<file path="src/include/mpc_pins_defines.vh">
// Constants for the multipurpose pin control block.
// Assumes an 8-bit register port with a 16-bit byte address.
`ifndef MPC_PINS_DEFINES_VH
`define MPC_PINS_DEFINES_VH

// ****************************************************************
// Register offsets
// ****************************************************************
`define MPC_ADDR_W          16
`define MPC_DATA_W          8
`define MPC_OFS_DIR         16'h006E
`define MPC_OFS_IFN2        16'h006F
`define MPC_OFS_IFN1        16'h0070
`define MPC_OFS_IFN0        16'h0071
`define MPC_OFS_OFN2        16'h0072
`define MPC_OFS_OFN1        16'h0073
`define MPC_OFS_OFN0        16'h0074
`define MPC_OFS_RSVD        16'h0075
`define MPC_OFS_OUTVAL      16'h0076
`define MPC_OFS_INVAL       16'h0219

// ****************************************************************
// Field layout and reset values
// ****************************************************************
`define MPC_NPINS           4
`define MPC_NCLK            8
`define MPC_FIELD_MSB       3
`define MPC_RST_NIB         4'h0
`define MPC_RST_BYTE        8'h00

// ****************************************************************
// Function codes
// ****************************************************************
`define MPC_FN_PLAIN        3'h0
`define MPC_FN_SEL_A        3'h1
`define MPC_FN_SEL_B        3'h2
`define MPC_FN_REFSEL       3'h5

`endif

</file>
<file path="src/design/mpc_pins.v">
// Multipurpose pin control: direction, input and output functions
// of four board pins, with the register file that steers them.
// Assumes pin inputs and status flags come from logic on clk;
// pin levels are still passed through a two-stage synchroniser.
//
// The implementer's own choice: the strobed register port.
`timescale 1ns/1ps
`include "mpc_pins_defines.vh"

module mpc_pins (
	input  wire                     clk,
	input  wire                     rst_n,
	input  wire [`MPC_ADDR_W-1:0]   reg_addr,
	input  wire [`MPC_DATA_W-1:0]   reg_wdata,
	input  wire                     reg_wr,
	input  wire                     reg_rd,
	output reg  [`MPC_DATA_W-1:0]   reg_rdata,
	input  wire [`MPC_NPINS-1:0]    pin_in,
	output reg  [`MPC_NPINS-1:0]    pin_out,
	output reg  [`MPC_NPINS-1:0]    pin_oe_n,
	input  wire                     pll0_loss_of_lock,
	input  wire                     pll1_loss_of_lock,
	input  wire                     pll0_holdover,
	input  wire                     pll1_holdover,
	input  wire                     ref0_loss_of_signal,
	input  wire                     ref1_loss_of_signal,
	output reg  [`MPC_NCLK-1:0]     clock_out_en_by_pin,
	output reg  [`MPC_NCLK-1:0]     clock_out_en_level,
	output reg                      manual_ref_select_pll0_act,
	output reg                      manual_ref_select_pll0,
	output reg                      manual_ref_select_pll1_act,
	output reg                      manual_ref_select_pll1
);

	// ********************************************************
	// Helpers
	// ********************************************************
	// Gathers the 3-bit code of one pin from three bit planes
	function [2:0] fn_code;
		input [3:0] b2;
		input [3:0] b1;
		input [3:0] b0;
		input integer i;
		begin
			fn_code = {b2[i], b1[i], b0[i]};
		end
	endfunction

	// ********************************************************
	// Register file
	// ********************************************************
	reg  [3:0] dir_q;
	reg  [3:0] ifn2_q;
	reg  [3:0] ifn1_q;
	reg  [3:0] ifn0_q;
	reg  [3:0] ofn2_q;
	reg  [3:0] ofn1_q;
	reg  [3:0] ofn0_q;
	reg  [3:0] outval_q;
	reg  [3:0] sync1_q;
	reg  [3:0] sync2_q;
	reg  [3:0] inval;
	reg  [7:0] rdata_d;
	reg  [2:0] ic0;
	reg  [2:0] ic1;
	reg  [2:0] ic2;
	reg  [2:0] ic3;
	reg  [2:0] oc0;
	reg  [2:0] oc1;
	reg  [2:0] oc2;
	reg  [2:0] oc3;
	reg  [3:0] pin_out_d;
	reg  [7:0] en_by_pin_d;
	reg  [7:0] en_level_d;
	reg        ref0_act_d;
	reg        ref1_act_d;

	// Only the low nibble is stored; reserved bits are dropped
	// register reset and write
	always @(posedge clk or negedge rst_n) begin
		if (!rst_n) begin
			dir_q    <= `MPC_RST_NIB;
			ifn2_q   <= `MPC_RST_NIB;
			ifn1_q   <= `MPC_RST_NIB;
			ifn0_q   <= `MPC_RST_NIB;
			ofn2_q   <= `MPC_RST_NIB;
			ofn1_q   <= `MPC_RST_NIB;
			ofn0_q   <= `MPC_RST_NIB;
			outval_q <= `MPC_RST_NIB;
		end else if (reg_wr) begin
			case (reg_addr)
				`MPC_OFS_DIR:    dir_q    <= reg_wdata[3:0];
				`MPC_OFS_IFN2:   ifn2_q   <= reg_wdata[3:0];
				`MPC_OFS_IFN1:   ifn1_q   <= reg_wdata[3:0];
				`MPC_OFS_IFN0:   ifn0_q   <= reg_wdata[3:0];
				`MPC_OFS_OFN2:   ofn2_q   <= reg_wdata[3:0];
				`MPC_OFS_OFN1:   ofn1_q   <= reg_wdata[3:0];
				`MPC_OFS_OFN0:   ofn0_q   <= reg_wdata[3:0];
				`MPC_OFS_OUTVAL: outval_q <= reg_wdata[3:0];
				default:         dir_q    <= dir_q;
			endcase
		end
	end

	// ********************************************************
	// Pin synchroniser
	// ********************************************************
	// two-stage synchroniser
	always @(posedge clk or negedge rst_n) begin
		if (!rst_n) begin
			sync1_q <= `MPC_RST_NIB;
			sync2_q <= `MPC_RST_NIB;
		end else begin
			sync1_q <= pin_in;
			sync2_q <= sync1_q;
		end
	end

	// ********************************************************
	// Function decode
	// ********************************************************
	always @* begin
		ic0 = fn_code(ifn2_q, ifn1_q, ifn0_q, 0);
		ic1 = fn_code(ifn2_q, ifn1_q, ifn0_q, 1);
		ic2 = fn_code(ifn2_q, ifn1_q, ifn0_q, 2);
		ic3 = fn_code(ifn2_q, ifn1_q, ifn0_q, 3);
		oc0 = fn_code(ofn2_q, ofn1_q, ofn0_q, 0);
		oc1 = fn_code(ofn2_q, ofn1_q, ofn0_q, 1);
		oc2 = fn_code(ofn2_q, ofn1_q, ofn0_q, 2);
		oc3 = fn_code(ofn2_q, ofn1_q, ofn0_q, 3);
	end

	// Input mode functions; reserved codes leave the pin idle
	always @* begin
		en_by_pin_d = `MPC_RST_BYTE;
		ref0_act_d  = 1'b0;
		ref1_act_d  = 1'b0;
		inval = ~dir_q & {(ic3 == `MPC_FN_PLAIN),
			(ic2 == `MPC_FN_PLAIN), (ic1 == `MPC_FN_PLAIN),
			(ic0 == `MPC_FN_PLAIN)} & sync2_q;
		en_by_pin_d[0] = ~dir_q[0] & (ic0 == `MPC_FN_SEL_A);
		en_by_pin_d[4] = ~dir_q[0] & (ic0 == `MPC_FN_SEL_B);
		en_by_pin_d[1] = ~dir_q[1] & (ic1 == `MPC_FN_SEL_A);
		en_by_pin_d[5] = ~dir_q[1] & (ic1 == `MPC_FN_SEL_B);
		en_by_pin_d[2] = ~dir_q[2] & (ic2 == `MPC_FN_SEL_A);
		en_by_pin_d[6] = ~dir_q[2] & (ic2 == `MPC_FN_SEL_B);
		ref0_act_d = ~dir_q[2] & (ic2 == `MPC_FN_REFSEL);
		en_by_pin_d[3] = ~dir_q[3] & (ic3 == `MPC_FN_SEL_A);
		en_by_pin_d[7] = ~dir_q[3] & (ic3 == `MPC_FN_SEL_B);
		ref1_act_d = ~dir_q[3] & (ic3 == `MPC_FN_REFSEL);
		en_level_d = en_by_pin_d & {sync2_q, sync2_q};
	end

	// Output mode functions; reserved codes drive low
	always @* begin
		pin_out_d = `MPC_RST_NIB;
		case (oc0)
			`MPC_FN_PLAIN: pin_out_d[0] = outval_q[0];
			`MPC_FN_SEL_A: pin_out_d[0] = pll0_loss_of_lock;
			`MPC_FN_SEL_B: pin_out_d[0] = pll1_loss_of_lock;
			default:       pin_out_d[0] = 1'b0;
		endcase
		case (oc1)
			`MPC_FN_PLAIN: pin_out_d[1] = outval_q[1];
			`MPC_FN_SEL_A: pin_out_d[1] = pll0_holdover;
			`MPC_FN_SEL_B: pin_out_d[1] = pll1_holdover;
			default:       pin_out_d[1] = 1'b0;
		endcase
		case (oc2)
			`MPC_FN_PLAIN: pin_out_d[2] = outval_q[2];
			`MPC_FN_SEL_A: pin_out_d[2] = ref0_loss_of_signal;
			`MPC_FN_SEL_B: pin_out_d[2] = ref1_loss_of_signal;
			default:       pin_out_d[2] = 1'b0;
		endcase
		case (oc3)
			`MPC_FN_PLAIN: pin_out_d[3] = outval_q[3];
			`MPC_FN_SEL_A: pin_out_d[3] = pll1_loss_of_lock;
			`MPC_FN_SEL_B: pin_out_d[3] = ref1_loss_of_signal;
			default:       pin_out_d[3] = 1'b0;
		endcase
		pin_out_d = pin_out_d & dir_q;
	end

	// ********************************************************
	// Read mux
	// ********************************************************
	// Reserved bits and unmapped addresses read zero
	always @* begin
		rdata_d = `MPC_RST_BYTE;
		case (reg_addr)
			`MPC_OFS_DIR:    rdata_d[3:0] = dir_q;
			`MPC_OFS_IFN2:   rdata_d[3:0] = ifn2_q;
			`MPC_OFS_IFN1:   rdata_d[3:0] = ifn1_q;
			`MPC_OFS_IFN0:   rdata_d[3:0] = ifn0_q;
			`MPC_OFS_OFN2:   rdata_d[3:0] = ofn2_q;
			`MPC_OFS_OFN1:   rdata_d[3:0] = ofn1_q;
			`MPC_OFS_OFN0:   rdata_d[3:0] = ofn0_q;
			`MPC_OFS_OUTVAL: rdata_d[3:0] = outval_q;
			`MPC_OFS_INVAL:  rdata_d[3:0] = inval;
			default:         rdata_d      = `MPC_RST_BYTE;
		endcase
	end

	// ********************************************************
	// Output flops
	// ********************************************************
	always @(posedge clk or negedge rst_n) begin
		if (!rst_n) begin
			reg_rdata                  <= `MPC_RST_BYTE;
			pin_out                    <= `MPC_RST_NIB;
			pin_oe_n                   <= 4'hF;
			clock_out_en_by_pin        <= `MPC_RST_BYTE;
			clock_out_en_level         <= `MPC_RST_BYTE;
			manual_ref_select_pll0_act <= 1'b0;
			manual_ref_select_pll0     <= 1'b0;
			manual_ref_select_pll1_act <= 1'b0;
			manual_ref_select_pll1     <= 1'b0;
		end else begin
			// Read data stands in the cycle after each cycle of reg_rd, and is zero otherwise
			reg_rdata <= reg_rd ? rdata_d : `MPC_RST_BYTE;
			pin_out   <= pin_out_d;
			pin_oe_n  <= ~dir_q;
			clock_out_en_by_pin        <= en_by_pin_d;
			clock_out_en_level         <= en_level_d;
			manual_ref_select_pll0_act <= ref0_act_d;
			manual_ref_select_pll0     <= ref0_act_d & sync2_q[2];
			manual_ref_select_pll1_act <= ref1_act_d;
			manual_ref_select_pll1     <= ref1_act_d & sync2_q[3];
		end
	end

endmodule // mpc_pins

</file>
<file path="config.mk">
export PLATFORM = sky130hd
export DESIGN_NAME = mpc_pins
export DESIGN_NICKNAME = d
export VERILOG_FILES = /design/src/design/mpc_pins.v
export VERILOG_INCLUDE_DIRS = /design/src /design/src/include
export SDC_FILE = /design/constraint.sdc
export NUM_CORES = 1
export LEC_CHECK = 0
export BUFFER_PORTS_ARGS = -buffer_cell sky130_fd_sc_hd__buf_4
export CAP_MARGIN = 15
export CORE_ASPECT_RATIO = 1.4
export CORE_UTILIZATION = 35
export CTS_CLUSTER_SIZE = 40
export DETAILED_ROUTE_END_ITERATION = 8
export GPL_TIMING_DRIVEN = 0
export SETUP_SLACK_MARGIN = 0.05
export SLEW_MARGIN = 10
export SYNTH_ARGS = -nofsm -noshare
export SYNTH_HDL_FRONTEND = slang
export SYNTH_SLANG_ARGS = --single-unit
</file>
<file path="constraint.sdc">
create_clock -name clk -period 3.9 [get_ports clk]
set_clock_uncertainty 0.2 [all_clocks]
set_input_delay 0.39 -clock clk [delete_from_list [all_inputs] [get_ports clk]]
set_output_delay 0.39 -clock clk [all_outputs]
set_load 0.05 [all_outputs]
</file>
# After elaboration in Yosys (flattened, before gate mapping)
# Index checks and enable logic that the tools add are counted.
# W data, S select, Z words.
word_totals:
  regBits: 72
  latch_bits: 0
  ramBits: 0
  romBits: 0
  input_bits: 38
  elab_cells: 89
  n_memories: 0
classes:
  n_addsub: 0
  mul: 0
  div_mod_pow: 0
  order_cmp: 0
  n_eq_ne: 27
  n_shift: 0
  mux: 6
  n_bitwise: 21
  n_reduce_logical: 16
ops:
  columns: ["operator", "n"]
  rows:
  - ["$eq A16 B7 Y1 const B", 8]
  - ["$pmux W4 S9", 1]
  - ["$eq A3 B1 Y1 const B", 8]
  - ["$eq A3 B2 Y1 const B", 8]
  - ["$logic_not A3 Y1", 8]
  - ["$eq A16 B10 Y1 const B", 1]
  - ["$reduce_and A2 Y1", 8]
  - ["$and A1 B1 Y1", 12]
  - ["$and A4 B4 Y4", 3]
  - ["$pmux W1 S3", 4]
  - ["$and A8 B8 Y8", 1]
  - ["$eq A3 B3 Y1 const B", 2]
  - ["$mux W4", 1]
  - ["$not A1 Y1", 4]
  - ["$not A4 Y4", 1]

# Logic depth before layout (Yosys ltp)
logic_depth:
  depth_word: 5
  depth_mapped: 6
  depth_no_buf: 4

# Least setup slack after synthesis
# Ideal clock, no wire load.
synth_path:
  path_kind: "input to register"
  start: "input reg_addr[7]"
  end: "register ofn0_q[0] (netlist: fn_code.b0[0])"
  t_arrival_ns: 2.338
  required_time_ns: 3.575
  path_slack_ns: 1.236
  cell_stages: 5
  path_cell_list: "or4_1 or4_4 or4_1 buf_2 mux2_4"
synth_between:
  elab_chain_len: 2
synth_rtl:
  columns: ["item", "line", "text"]
  rows:
  - ["start: declaration", "mpc_pins.v:13", "input wire [`MPC_ADDR_W-1:0] reg_addr,"]
  - ["$eq A16 B7 Y1", "mpc_pins.v:91", "case (reg_addr)"]
  - ["$reduce_and A2 Y1 (no line)", null, null]
  - ["end signal: assignment", "mpc_pins.v:88", "ofn0_q <= `MPC_RST_NIB;"]
  - ["end signal: assignment", "mpc_pins.v:98", "`MPC_OFS_OFN0: ofn0_q <= reg_wdata[3:0];"]
  - ["end: declaration", "mpc_pins.v:58", "reg [3:0] ofn0_q;"]
# Every way passes these cells.
# A chain may end at the register's enable or synchronous reset.

# Final worst setup path
layout_path:
  start: "input reg_addr[7]"
  end: "register outval_q[1]"
layout_between:
  elab_chain_len: 2
layout_rtl:
  columns: ["item", "line", "text"]
  rows:
  - ["$eq A16 B7 Y1", "mpc_pins.v:91", null]
  - ["$reduce_and A2 Y1 (no line)", null, null]
  - ["end signal: assignment", "mpc_pins.v:89", "outval_q <= `MPC_RST_NIB;"]
  - ["end signal: assignment", "mpc_pins.v:99", "`MPC_OFS_OUTVAL: outval_q <= reg_wdata[3:0];"]
  - ["end: declaration", "mpc_pins.v:59", "reg [3:0] outval_q;"]
# Every way passes these cells.

==> metrics.md <==
| Metric | Value |
|---|---|
| Outcome | finished with violations |
| Failing checks | negative hold slack |
| Number of max-slew violations in the final report | 0 |
| Clk Latency, worst-skew pair | 330 ps |
| Final Instance Area | 3950 um^2 |
| Finished Layout Cells | 414 |
| Netlist cell types | 36 |
| WHS | -26.8 ps |
| H-tree Lvls | 3 |
| Sequential power share | 0.493 |
| Vias/cell | 5.04 |
| Crit Path Max Fanout | 5 |
| Hold Crit Class | primary input to asynchronous set/reset pin |
| CORE AREA | 8250 um^2 |
| Sw frac | 0.211 |
| Residual DRC | 0 |
| TritonCTS clock tree | built |
| CP arrival | 2910 ps |
| Period utilisation layout | 0.743 |
| Total length of routed wires | 6.55 mm |
| Syn Std Cell Area | 3010 um^2 |
| Top_reg_cell synth | dfrtp_1 |
| TritonCTS buffer count | 9 |
| Initial Util | 0.365 |
| Clk sink count | 72 |
| Slew margin rel. | 0.276 |
| DRT iter0 DRCs | 93 |
| Fraction of layout cells with a size suffix above 1 | 0.429 |
| Total negative slack | 0 ps |
| Post-DP Area | 3650 um^2 |
| Dpl cells | 394 |
| Post-synthesis register bit count | 72 |
| Antenna-violating nets left | 0 |
| Max-cap violations | 0 |
| Overflow after GRT | 0 |
| Post-layout min period | 2900 ps |
| Clock network power share | 0.457 |
| Clk slew on worst S/H paths | 50 ps |
| Boundary Pins | 74 |
| Synth warnings | 0 |
| Leak | 1.91 nW |
| Final #Nets | 346 |
| Routed wire per std cell | 15.8 um |
| Clk buf depth | 2 |
| Initial antenna violation count | 0 |
| DP HPWL | 4.54 mm |
| Post-synth ARST share | 1.00 |
| Die footprint | 8990 um^2 |
| Port bufs | 64 |
| Largest net degree at the start of global routing | 73 |
| RSZ-0062 raised after global routing | no |
| Crit path required time | 3920 ps |
| Placer Congestion | 0.799 |
| CTS resizes | 0 |
| Number of flops mapped to enable cells by yosys | 0 |
| Crit Path Class | primary input to flop |
| GRT Util Overall | 0.164 |
| Switch Pwr | 323 uW |
| Vias in the first global route | 2,055 |
| First drt pass iteration count | 4 |
| P_int | 1.21 mW |
| Worst-Margin Slew | 1070 ps |
| Syn-to-layout area delta | 31.0% |
| PwrDens | 388 nW/um^2 |
| Vias | 2,088 |
| First-pass GRT wire length | 10.5 mm |
| Worst VDD drop | 0.000222 V |
| Die width | 80.4 um |
| Root Buffer | clkbuf_16 |
| Comb power frac | 0.050 |
| Worst setup path startpoint | reg_addr[7] |
| Commonest cells after routing, fill and taps aside | buf_4, dfrtp_1, mux2_2 |
| Worst R2R Start | fn_code.b1[1]$_DFFE_PN0P_ |
| Syn Inst Count | 225 |
| Row count | 39 |
| Final hold vios | 28 |
| Antenna diodes | 0 |
| Fmax | 0.345 GHz |
| Mean post-synth cell area | 13.4 um^2 |
| CP Capture Type | flop |
| Critical Path Start Type | primary input |
| Chip height | 112 um |
| Seq/Total Area, Yosys | 0.599 |
| # setup viols final | 0 |
## critical path, cell delays in order
cell and delay, ps:
buf_4 100, or4_1 650, nor4_1 720, clkbuf_2 280
and3_1 160, clkbuf_1 240, mux2_2 370
## path summary, 6_finish.rpt
path / to / slack [ps] / cells after the start
min in group clk: sync2_q[1]$_DFF_PN0_ / 150 / 0
min: sync2_q[0]$_DFF_PN0_ / -30 / 1
max reg2reg: reg_rdata[1]$_DFF_PN0_ / 2310 / 3
max: outval_q[1]$_DFFE_PN0P_ / 1000 / 7
min reg2reg: sync2_q[1]$_DFF_PN0_ / 150 / 0
max in group asynchronous: pin_out[1]$_DFF_PN0_ / 2960 / 1
## power by group through the flow
stage	combinational, mW	clock [mW]	sequential [mW]
2_1_floorplan	0.0243	0	0.767
3_3_place_gp	0.0741	0	0.767
3_5_place_dp	0.0759	0	0.768
4_1_cts	0.0791	0.721	0.755
5_1_grt	0.0847	0.752	0.755
6_report	0.0773	0.700	0.755
## cells in the mapped netlist, types with 3 or more instances
cell type   n  area share
and3_1      8       0.017
mux4_2      4       0.030
mux2_2     32        0.12
nand4b_1    3      0.0087
and2_1     10       0.021
nor3_1      8       0.013
mux2_4      4       0.020
dfrtp_1    68        0.56
a31oi_1     5       0.010
mux2i_1     4       0.013
or4bb_1     3       0.011
nand2_1    11       0.014
nor4_1      6       0.012
a22oi_1     4       0.010
inv_1       9       0.011
buf_4       4       0.010
clkbuf_1    4      0.0050
o21ai_0     4      0.0066
nor2_1      7      0.0087
dfstp_2     4       0.035
## area by class of cell
type,instances,area (um^2)
Buffer,10,55.1
Clock buffer,13,240
Sequential cell,72,1810
Clock inverter,2,10.0
Multi-Input combinational cell,137,1150
Timing Repair Buffer,69,526
Tap cell,102,128
Fill cell,762,4300
Inverter,9,33.8
## state kept, by name (all words and copies together) (netlist names)
register / count
clock_out_en_by_pin: 8
clock_out_en_level: 8
dir_q: 4
fn_code.b0: 4
fn_code.b1: 4
fn_code.b2: 4
ifn0_q: 4
ifn1_q: 4
ifn2_q: 4
outval_q: 4
pin_oe_n: 4
pin_out: 4
reg_rdata: 4
sync1_q: 4
sync2_q: 4
manual_ref_select_pll0: 1
manual_ref_select_pll0_act: 1
manual_ref_select_pll1: 1
manual_ref_select_pll1_act: 1
## cell families after synthesis
logic type             Yosys count  share of synthesized area
buffers and inverters           19                     0.0295
AND/OR/NAND/NOR                 70                      0.145
AO/OA/AOI/OAI                   19                     0.0419
other                            1                    0.00124
flip-flops                      72                      0.599
multiplexers                    44                      0.183
## metal layers
metal / GRT usage / vias to the layer above / routed length, um / part of all wire
met4: 0.112 / 0 / 236 / 0.036
met5: 0 / - / 0 / 0
met2: 0.256 / 67 / 3360 / 0.51
met1: 0.195 / 1025 / 2620 / 0.40
met3: 0.0402 / 16 / 333 / 0.051
li1: - / 980 / - / -
## repair_timing
action,4_1_cts,5_1_grt
endpoints found under the hold margin,4,0
buffers inserted,0,0
hold buffers,4,0
## per-stage QoR
step / worst slack (ps) / power (mW) / utilization
3_5_place_dp: 510 / 0.843 / 0.443
2_1_floorplan: 1240 / 0.791 / -
5_1_grt: 899 / 1.59 / 0.479
3_3_place_gp: 361 / 0.841 / 0.441
6_report: 1000 / 1.53 / 0.479
4_1_cts: 856 / 1.55 / 0.478
Power figures use the tool's default switching activity.
